[src/rtl/fds_pkg.sv]
// Constants shared by the dispatch and synchronisation control block.
// Assumes a single 50 MHz core clock domain.
package fds_pkg;
	localparam logic [7:0]  VEC_DEV_UNAVAIL = 8'h07;
	localparam logic [15:0] CW_NO_FPU       = 16'hFFFF;
	localparam logic [15:0] CW_ADDON_FPU    = 16'h037F;
	localparam logic [15:0] CW_INIT         = 16'h037F;
	localparam int unsigned DETECT_DELAY_NS = 200;
	localparam int unsigned CLK_PERIOD_NS   = 20;
	localparam int unsigned DETECT_CYCLES   = (DETECT_DELAY_NS + CLK_PERIOD_NS - 1) / CLK_PERIOD_NS;

	// Kind of instruction offered to the block.
	typedef enum logic [1:0] {
		FDS_OP_NONE  = 2'b00,
		FDS_OP_FP    = 2'b01,
		FDS_OP_WAIT  = 2'b10,
		FDS_OP_SERIAL = 2'b11
	} fds_op_e;

	// Coprocessor type found at reset.
	typedef enum logic [1:0] {
		FDS_CP_UNKNOWN = 2'b00,
		FDS_CP_OLD16   = 2'b01,
		FDS_CP_NEW32   = 2'b10
	} fds_cp_e;
endpackage : fds_pkg

[src/rtl/fds_ctrl.sv]
// Floating-point dispatch, trap, synchronisation and detection control.
// Assumes the core offers one instruction at a time and holds it until accepted.
// How it works
// - Legacy mode: wait before FP op is no-op.
// - Split store fault: integrated commits first half only; the code commits it for every cp_type except FDS_CP_NEW32.
// - Each FP op waits for previous completion.
// - Redundant waits still execute correctly.
// - Serializing op waits until everything committed.
// - Sample error pin after reset, before FP.
// - Integrated unit signals no error on init.
// - Control word reads FFFF absent, 037F present.
// - Emulate clear dispatches, set traps.
// - Monitor set makes waits test task flag.
// - Emulate trap uses vector seven.
// - Native flag reports numeric errors internally.
`timescale 1ns/1ps
`default_nettype none
module fds_ctrl (
	// Clock and reset.
	input  wire logic             clk,
	input  wire logic             srst,
	// Control flags.
	input  wire logic             fp_emulate,
	input  wire logic             coproc_monitor,
	input  wire logic             numeric_error_native,
	input  wire logic             task_switched_flag,
	input  wire logic             legacy_mode,
	input  wire logic             fpu_present,
	// Instruction offer from the core.
	input  wire logic             op_valid,
	input  wire fds_pkg::fds_op_e op_kind,
	input  wire logic             op_is_init,
	input  wire logic             op_next_is_fp,
	output logic                  op_ready,
	// Commit status from the pipeline.
	input  wire logic             pipe_all_committed,
	// Floating-point unit side.
	output logic                  fpu_issue,
	input  wire logic             fpu_done,
	input  wire logic             fpu_exc,
	input  wire logic             fpu_error_n,
	// Split operand store.
	input  wire logic             split_store,
	input  wire logic             split_second_fault,
	output logic                  commit_first_half,
	// Results.
	output logic                  fault_valid,
	output logic [7:0]            fault_vector,
	output logic                  numeric_err_internal,
	output logic                  numeric_err_ext,
	output logic [15:0]           ctrl_word,
	output logic                  detect_done,
	output fds_pkg::fds_cp_e      cp_type
);
	import fds_pkg::*;

	////////////////////////////////////////////////////////////////////////////////
	// Error pin synchroniser and detection.

	logic err_meta_reg;
	logic err_sync_reg;

	always_ff @(posedge clk) begin
		if (srst) begin
			err_meta_reg <= 1'b1;
			err_sync_reg <= 1'b1;
		end else begin
			err_meta_reg <= fpu_error_n;
			err_sync_reg <= err_meta_reg;
		end
	end

	fds_detect u_detect (
		.clk         (clk),
		.srst        (srst),
		.err_n_sync  (err_sync_reg),
		.detect_done (detect_done),
		.cp_type     (cp_type)
	);

	////////////////////////////////////////////////////////////////////////////////
	// Dispatch.

	logic        busy_reg;
	logic        busy_next;
	logic        pend_reg;
	logic        pend_next;
	logic        fault_reg;
	logic        fault_next;
	logic [7:0]  vec_reg;
	logic [7:0]  vec_next;
	logic        nint_reg;
	logic        nint_next;
	logic        next_reg;
	logic        next_next;
	logic [15:0] cw_reg;
	logic [15:0] cw_next;
	logic        fh_reg;
	logic        fh_next;
	logic        take;
	logic        issue;
	logic        wait_test;
	logic        report;

	// Waits and FP ops stall while the previous FP op runs; FP ops also wait for detection to finish.
	always_comb begin
		op_ready = 1'b1;
		unique case (op_kind)
			FDS_OP_NONE:   op_ready = 1'b1;
			FDS_OP_FP:     op_ready = detect_done && !busy_reg;
			FDS_OP_WAIT:   op_ready = !busy_reg;
			FDS_OP_SERIAL: op_ready = !busy_reg && pipe_all_committed;
		endcase
	end

	assign take      = op_valid && op_ready;
	assign wait_test = coproc_monitor && task_switched_flag;
	// A pending exception is reported by the waiting op, unless legacy mode lets a
	// wait that leads an FP op pass as a no-op and the FP op report it instead.
	assign report    = take && pend_reg && !(op_kind == FDS_OP_WAIT && wait_test)
		&& (op_kind == FDS_OP_FP
		|| (op_kind == FDS_OP_WAIT && !(legacy_mode && op_next_is_fp)));
	assign issue     = take && op_kind == FDS_OP_FP && !fp_emulate && !report;

	always_comb begin
		busy_next  = busy_reg;
		pend_next  = pend_reg;
		fault_next = 1'b0;
		vec_next   = vec_reg;
		nint_next  = 1'b0;
		next_next  = 1'b0;
		cw_next    = cw_reg;
		fh_next    = 1'b0;
		if (busy_reg && fpu_done) begin
			busy_next = 1'b0;
			// Integrated unit and old coprocessor flag no error for init.
			if (fpu_exc) begin
				pend_next = 1'b1;
			end
		end
		if (take && op_kind == FDS_OP_FP && fp_emulate) begin
			fault_next = 1'b1;
			vec_next   = VEC_DEV_UNAVAIL;
		end else if (take && op_kind == FDS_OP_WAIT && wait_test) begin
			fault_next = 1'b1;
			vec_next   = VEC_DEV_UNAVAIL;
		end else if (report) begin
			pend_next = 1'b0;
			nint_next = numeric_error_native;
			next_next = !numeric_error_native;
		end
		if (issue) begin
			busy_next = 1'b1;
			if (op_is_init) begin
				cw_next = CW_INIT;
				pend_next = 1'b0;
			end
		end
		if (take && op_kind == FDS_OP_FP && op_is_init && !issue && !report) begin
			cw_next = fpu_present ? CW_ADDON_FPU : CW_NO_FPU;
		end
		if (!fpu_present && take && op_kind == FDS_OP_FP && op_is_init) begin
			cw_next = CW_NO_FPU;
		end
		// The 32-bit external coprocessor stores nothing on a split fault.
		fh_next = split_store && split_second_fault && cp_type != FDS_CP_NEW32;
	end

	always_ff @(posedge clk) begin
		if (srst) begin
			busy_reg  <= 1'b0;
			pend_reg  <= 1'b0;
			fault_reg <= 1'b0;
			vec_reg   <= 8'h00;
			nint_reg  <= 1'b0;
			next_reg  <= 1'b0;
			cw_reg    <= CW_NO_FPU;
			fh_reg    <= 1'b0;
		end else begin
			busy_reg  <= busy_next;
			pend_reg  <= pend_next;
			fault_reg <= fault_next;
			vec_reg   <= vec_next;
			nint_reg  <= nint_next;
			next_reg  <= next_next;
			cw_reg    <= cw_next;
			fh_reg    <= fh_next;
		end
	end

	assign fpu_issue            = issue;
	assign fault_valid          = fault_reg;
	assign fault_vector         = vec_reg;
	assign numeric_err_internal = nint_reg;
	assign numeric_err_ext      = next_reg;
	assign ctrl_word            = cw_reg;
	assign commit_first_half    = fh_reg;

	////////////////////////////////////////////////////////////////////////////////
	// Checks.

	property p_sync;
		@(posedge clk) disable iff (srst) busy_reg |-> !fpu_issue;
	endproperty
	a_sync: assert property (p_sync) else $error("FP op issued while previous busy");

	property p_emul;
		@(posedge clk) disable iff (srst)
		(take && op_kind == FDS_OP_FP && fp_emulate) |=> (fault_valid && fault_vector == VEC_DEV_UNAVAIL);
	endproperty
	a_emul: assert property (p_emul) else $error("Emulate did not trap on vector 7");

	property p_noissue_emul;
		@(posedge clk) disable iff (srst) fp_emulate |-> !fpu_issue;
	endproperty
	a_noissue_emul: assert property (p_noissue_emul) else $error("Issued while emulating");

	property p_ts;
		@(posedge clk) disable iff (srst)
		(take && op_kind == FDS_OP_WAIT && coproc_monitor && task_switched_flag) |=> fault_valid;
	endproperty
	a_ts: assert property (p_ts) else $error("Wait ignored set task flag");

	property p_ts_ignore;
		@(posedge clk) disable iff (srst)
		(take && op_kind == FDS_OP_WAIT && !coproc_monitor && !pend_reg) |=> !fault_valid;
	endproperty
	a_ts_ignore: assert property (p_ts_ignore) else $error("Wait faulted with monitor off");

	property p_serial;
		@(posedge clk) disable iff (srst)
		(op_kind == FDS_OP_SERIAL && !pipe_all_committed) |-> !op_ready;
	endproperty
	a_serial: assert property (p_serial) else $error("Serializing op passed early");

	property p_detect;
		@(posedge clk) disable iff (srst) (op_kind == FDS_OP_FP && !detect_done) |-> !op_ready;
	endproperty
	a_detect: assert property (p_detect) else $error("FP op before detection");

	property p_cw;
		@(posedge clk) disable iff (srst)
		(take && op_kind == FDS_OP_FP && op_is_init && !fpu_present) |=> ctrl_word == CW_NO_FPU;
	endproperty
	a_cw: assert property (p_cw) else $error("Absent unit control word wrong");

	property p_split;
		@(posedge clk) disable iff (srst)
		(split_store && split_second_fault && cp_type == FDS_CP_NEW32) |=> !commit_first_half;
	endproperty
	a_split: assert property (p_split) else $error("Half store kept with 32-bit unit");

	property p_native;
		@(posedge clk) disable iff (srst) numeric_err_internal |-> $past(numeric_error_native);
	endproperty
	a_native: assert property (p_native) else $error("Internal report without native flag");
endmodule : fds_ctrl
`default_nettype wire

[src/rtl/fds_detect.sv]
// Coprocessor type detection after reset.
// Assumes fpu_error_n is already synchronised to clk by the caller.
`timescale 1ns/1ps
`default_nettype none
module fds_detect (
	// Clock and reset.
	input  wire logic             clk,
	input  wire logic             srst,
	// Error pin level, synchronised.
	input  wire logic             err_n_sync,
	// Result.
	output logic                  detect_done,
	output fds_pkg::fds_cp_e      cp_type
);
	import fds_pkg::*;

	logic [7:0] cnt_reg;
	logic [7:0] cnt_next;
	logic       done_reg;
	logic       done_next;
	fds_cp_e    type_reg;
	fds_cp_e    type_next;

	// The pin is sampled once, a fixed delay after reset release, so a slow coprocessor
	// has settled its error output before it is read.
	always_comb begin
		cnt_next  = cnt_reg;
		done_next = done_reg;
		type_next = type_reg;
		if (!done_reg) begin
			if (cnt_reg == 8'(DETECT_CYCLES)) begin
				done_next = 1'b1;
				type_next = err_n_sync ? FDS_CP_OLD16 : FDS_CP_NEW32;
			end else begin
				cnt_next = cnt_reg + 8'h01;
			end
		end
	end

	always_ff @(posedge clk) begin
		if (srst) begin
			cnt_reg  <= 8'h00;
			done_reg <= 1'b0;
			type_reg <= FDS_CP_UNKNOWN;
		end else begin
			cnt_reg  <= cnt_next;
			done_reg <= done_next;
			type_reg <= type_next;
		end
	end

	assign detect_done = done_reg;
	assign cp_type     = type_reg;
endmodule : fds_detect
`default_nettype wire

[config.mk]
export PLATFORM = sky130hd
export DESIGN_NAME = fds_ctrl
export DESIGN_NICKNAME = d
export VERILOG_FILES = /design/src/rtl/fds_pkg.sv /design/src/rtl/fds_ctrl.sv /design/src/rtl/fds_detect.sv
export SDC_FILE = /design/constraint.sdc
export NUM_CORES = 1
export LEC_CHECK = 0
export BUFFER_PORTS_ARGS = -buffer_cell sky130_fd_sc_hd__buf_2
export CORE_UTILIZATION = 40
export CTS_CLUSTER_DIAMETER = 60
export CTS_CLUSTER_SIZE = 10
export DETAILED_ROUTE_END_ITERATION = 10
export GPL_ROUTABILITY_DRIVEN = 0
export PLACE_DENSITY_LB_ADDON = 0.25
export SYNTH_ARGS = -nofsm -noshare
export SYNTH_HDL_FRONTEND = slang
export SYNTH_HIERARCHICAL = 1
export SYNTH_SLANG_ARGS = --single-unit
[constraint.sdc]
create_clock -name clk -period 5.1 [get_ports clk]
set_clock_uncertainty 0.1 [all_clocks]
set_input_delay 0.255 -clock clk [delete_from_list [all_inputs] [get_ports clk]]
set_output_delay 0.255 -clock clk [all_outputs]
set_load 0.1 [all_outputs]
==> metrics.sh <==
WORST_PATH_LARGEST_CELL_DELAY_NS=0.51
WORST_PATH_DOMINANT_CELL_FAMILY='simple AND/OR/NAND/NOR gates'
LEADING_REGISTER_CELL_TYPE_OUT_OF_SYNTHESIS='sky130_fd_sc_hd__dfxtp_1'
TIMING_HOLD_VIOLATIONS_FINAL=0
CPMAXSTAGEDELAYCELL='sky130_fd_sc_hd__dfxtp_1'
VIA_COUNT_OF_THE_FIRST_GLOBAL_ROUTING_PASS=879
SYNTH_COMPOUND_AREA_FRAC=0.1263
TIMING.HOLD.WORST.START='numeric_error_native'
NETLIST-CELL-TYPE-COUNT=45
GRTUSAGETOTAL=0.1460
MAX-VDD-IR-DROP_uV=107.2
WORST_SKEW_PAIR.LATE_LATENCY_NS=0.30
CTS_RESIZED=0
PLACED_CELLS=193
FIN_HOLD_WS_NS=0.01381
LAYOUT-DRIVE-GT1-SHARE=0.3434
SYNTH_ASYNC_SR_FLOP_SHARE=0
PATH_DEPTH=4
POST-ROUTE-DRC-COUNT=7
SYNTH-SIMPLE-AREA-SHARE=0.3024
LARGEST_REGISTER_FF_COUNT=8
FIN_UTIL=0.4755
CTS_MADE_BUFFERS=3
WORSTREG2REGEND='u_detect/cnt_reg[1]$_SDFFE_PP0P_'
POSTROUTEWIRELENGTH_UM=2159
YOSYSWARNINGCOUNT=6
CTSHTREEMAXLEVEL=1
START_KIND='flip-flop'
CRITPATHARRIVALTIME_NS=1.85
GRT_SETUP_UNREPAIRED='no'
MUX_CELL_AREA_SHARE_AFTER_SYNTHESIS=0.04481
YS_TOP_CELLS_BY_COUNT='22 x sky130_fd_sc_hd__buf_4, 21 x sky130_fd_sc_hd__dfxtp_1, 10 x sky130_fd_sc_hd__nor2_1'
DIE_HEIGHT_UM=57.42
FLOORPLAN.INITIALDENSITY=0.4343
SETUP_VIOL=0
CLOCKBUFFERDEPTH=2
DRT_ITER0_MARKERS=20
GRT_MAX_DEGREE=28
PLACE.PORT_BUFFERS=37
DIE_AREA_MM2=0.003297
N_FILL_CELL=276
TIMING.FINAL.CRIT_PERIOD_NS=2.208
DIODES=0
P_LEAK_nW=0.6098
VIAS_PER_CELL=5.046
SYNTH_AREA_MM2=0.001229
CP.REQUIRED_NS=4.74
DRV.MAX_CAP_VIOLATION_COUNT=0
FIRSTDRTPASSITERS=7
SYNTH.FF_LATCH_COUNT=21
FIN_CELLS=197
FINALCRITPERIODSHARE=0.4329
DETAILEDPLACEMENTHPWL_UM=1664
VIOLATIONS='DRC'
CRITICAL_PATH_CLASS='reg -> out'
NUMBER_OF_ANTENNA_VIOLATIONS_AT_THE_FIRST_CHECK_IN_GLOBAL_ROUTING=0
CORE_REGION_AREA_MM2=0.002829
POWER_TOTAL_uW=346.4
SYNTH-ADDER-AREA-SHARE=0.02037
NETLIST.TOP_CELL.BY_AREA='sky130_fd_sc_hd__dfxtp_1'
SYNTH_CELLS=137
TOP_LEVEL_PORTS=52
TIMING.HOLD.WORST.CLASS='in -> reg'
FP.DIEW_UM=57.42
FLOW.AREA_GROWTH_FROM_SYNTHESIS_PCT=9.471
FF2FF_PATH_DEPTH=5
FINAL.SETUP.TNS_NS=0
POWER_DENSITY_mW_PER_MM2=257.5
CORE.ROWCOUNT=19
HOLD_PATH_END='numeric_err_ext$_SDFF_PP0_'
SYNTH.TOP_CELLS.BY_AREA='sky130_fd_sc_hd__dfxtp_1 34%, sky130_fd_sc_hd__buf_4 13%, sky130_fd_sc_hd__mux2_2 3.7%'
SYNTH_TOP_AREA_SHARE=0.3422
CLOCK_TREE_FROM_TRITONCTS='done'
RRSETUPSLACK_NS=3.30
CLOCK_SINK_COUNT=21
SYNTH-SEQ-AREA-SHARE=0.3422
SYNTH_ENABLE_FLOP_CELLS=0
MAIN_COMBINATIONAL_CELL_FAMILY_BY_AREA_AFTER_SYNTHESIS='simple AND/OR/NAND/NOR gates'
CLOCK_TREE.ROOT_CELL='sky130_fd_sc_hd__clkbuf_4'
LAYOUT.NETS=188
SLEW_VIOL_FINAL=0
WORST_SETUP_HOLD_PATH_CLK_SLEW_NS=0.11
GLOBAL_ROUTE.OVERFLOW_TOTAL=0
FIRST_PASS_GRT_WIRE_LENGTH_UM=3719
YOSYS.AREA_SHARE.XOR_XNOR=0
FINALINSTANCEAREA_MM2=0.001345
POSTCTSSETUPREPAIRBUFS=0
WL_PER_CELL_UM=10.96
HOLD_PATH_DEPTH=2
FMAXACHIEVABLE_GHz=0.4529
PLACEMENT.SETUP.WORST_SLACK_NS=3.242
SYNTH_AREA_PER_CELL_UM2=8.968
NUM_VIAS=994
RESULT_OF_THE_RUN='finished, violations left'
SEQUENCE_OF_CELLS_ON_THE_CRITICAL_PATH='nor3b_1 > nand3_1 > nor3_1 > buf_2'
WORSTPATHBUFFERINVERTERCOUNT=1
ROUTE.ANTENNA.REMAINING_NETS=0
CRITICAL_PATH.ENDPOINT_TYPE='primary output'
CTSHOLDBUFFERS=0
FF_LATCH_AREA_UM2=420.4
PLACE_AREA_MM2=0.001319
YOSYS.CELL_COUNT.TOP_TYPE='sky130_fd_sc_hd__buf_4'
WORST_REG2REG_STARTPOINT='u_detect/cnt_reg[0]$_SDFFE_PP0P_'
CRITPATHMAXFANOUT=11
MULTI_INPUT_AREA_UM2=659.4
FINALWORSTSETUPSLACK_NS=2.892
[per-layer routing]
layer  global-route usage  wire length, um
met1               0.1732             1004
met2               0.2492              994
met3              0.02721              121
met4              0.07666               38
met5                    0                0
[cells in the final DEF (no fill, tap or decap), drive strengths merged, types with 3 or more instances in the layout]
| cell type | instances |
|---|---|
| o21ai | 8 |
| or3 | 3 |
| clkbuf | 4 |
| a21oi | 7 |
| and4b | 3 |
| nand2 | 7 |
| buf | 37 |
| conb | 14 |
| dfxtp | 21 |
| inv | 4 |
| mux2 | 4 |
| nand2b | 4 |
| nor2 | 10 |
| nor2b | 4 |
| nand3 | 5 |
[area by class of cell]
type                    count  area share
multi-input cells         100      0.4902
flip-flops and latches     21      0.3126
repair buffers             37      0.1377
clock buffers               4     0.01953
well taps                  31     0.02884
inverters                   4     0.01116
[kinds of logic after synthesis]
kind of cell	Yosys count
simple gates	55
buf+inv	28
compound gates	24
flops	21
mux	5
fa+ha+maj	2
other cells	2
[report_power, final]
part,switching (mW),total [mW],internal [mW]
logic,0.0767,0.0936,0.0169
clock network,0.0509,0.0814,0.0305
registers,0.00368,0.171,0.168
[worst reg2reg max path, stage by stage, from the launching register on]
cell,delay (ns)
sky130_fd_sc_hd__dfxtp_1,0.40
sky130_fd_sc_hd__inv_1,0.08
sky130_fd_sc_hd__ha_1,0.24
sky130_fd_sc_hd__and2b_2,0.22
sky130_fd_sc_hd__a31oi_1,0.29
sky130_fd_sc_hd__mux2_2,0.38
[worst max path at each step]
stage	from	to
floorplan	u_detect/detect_done$_SDFF_PP0_	fpu_issue
global placement	u_detect/detect_done$_SDFF_PP0_	fpu_issue
detailed placement	u_detect/detect_done$_SDFF_PP0_	fpu_issue
CTS	u_detect/detect_done$_SDFF_PP0_	fpu_issue
global route	u_detect/detect_done$_SDFF_PP0_	fpu_issue
finish	u_detect/detect_done$_SDFF_PP0_	fpu_issue
Note: power is estimated with default switching activity, not from simulation.
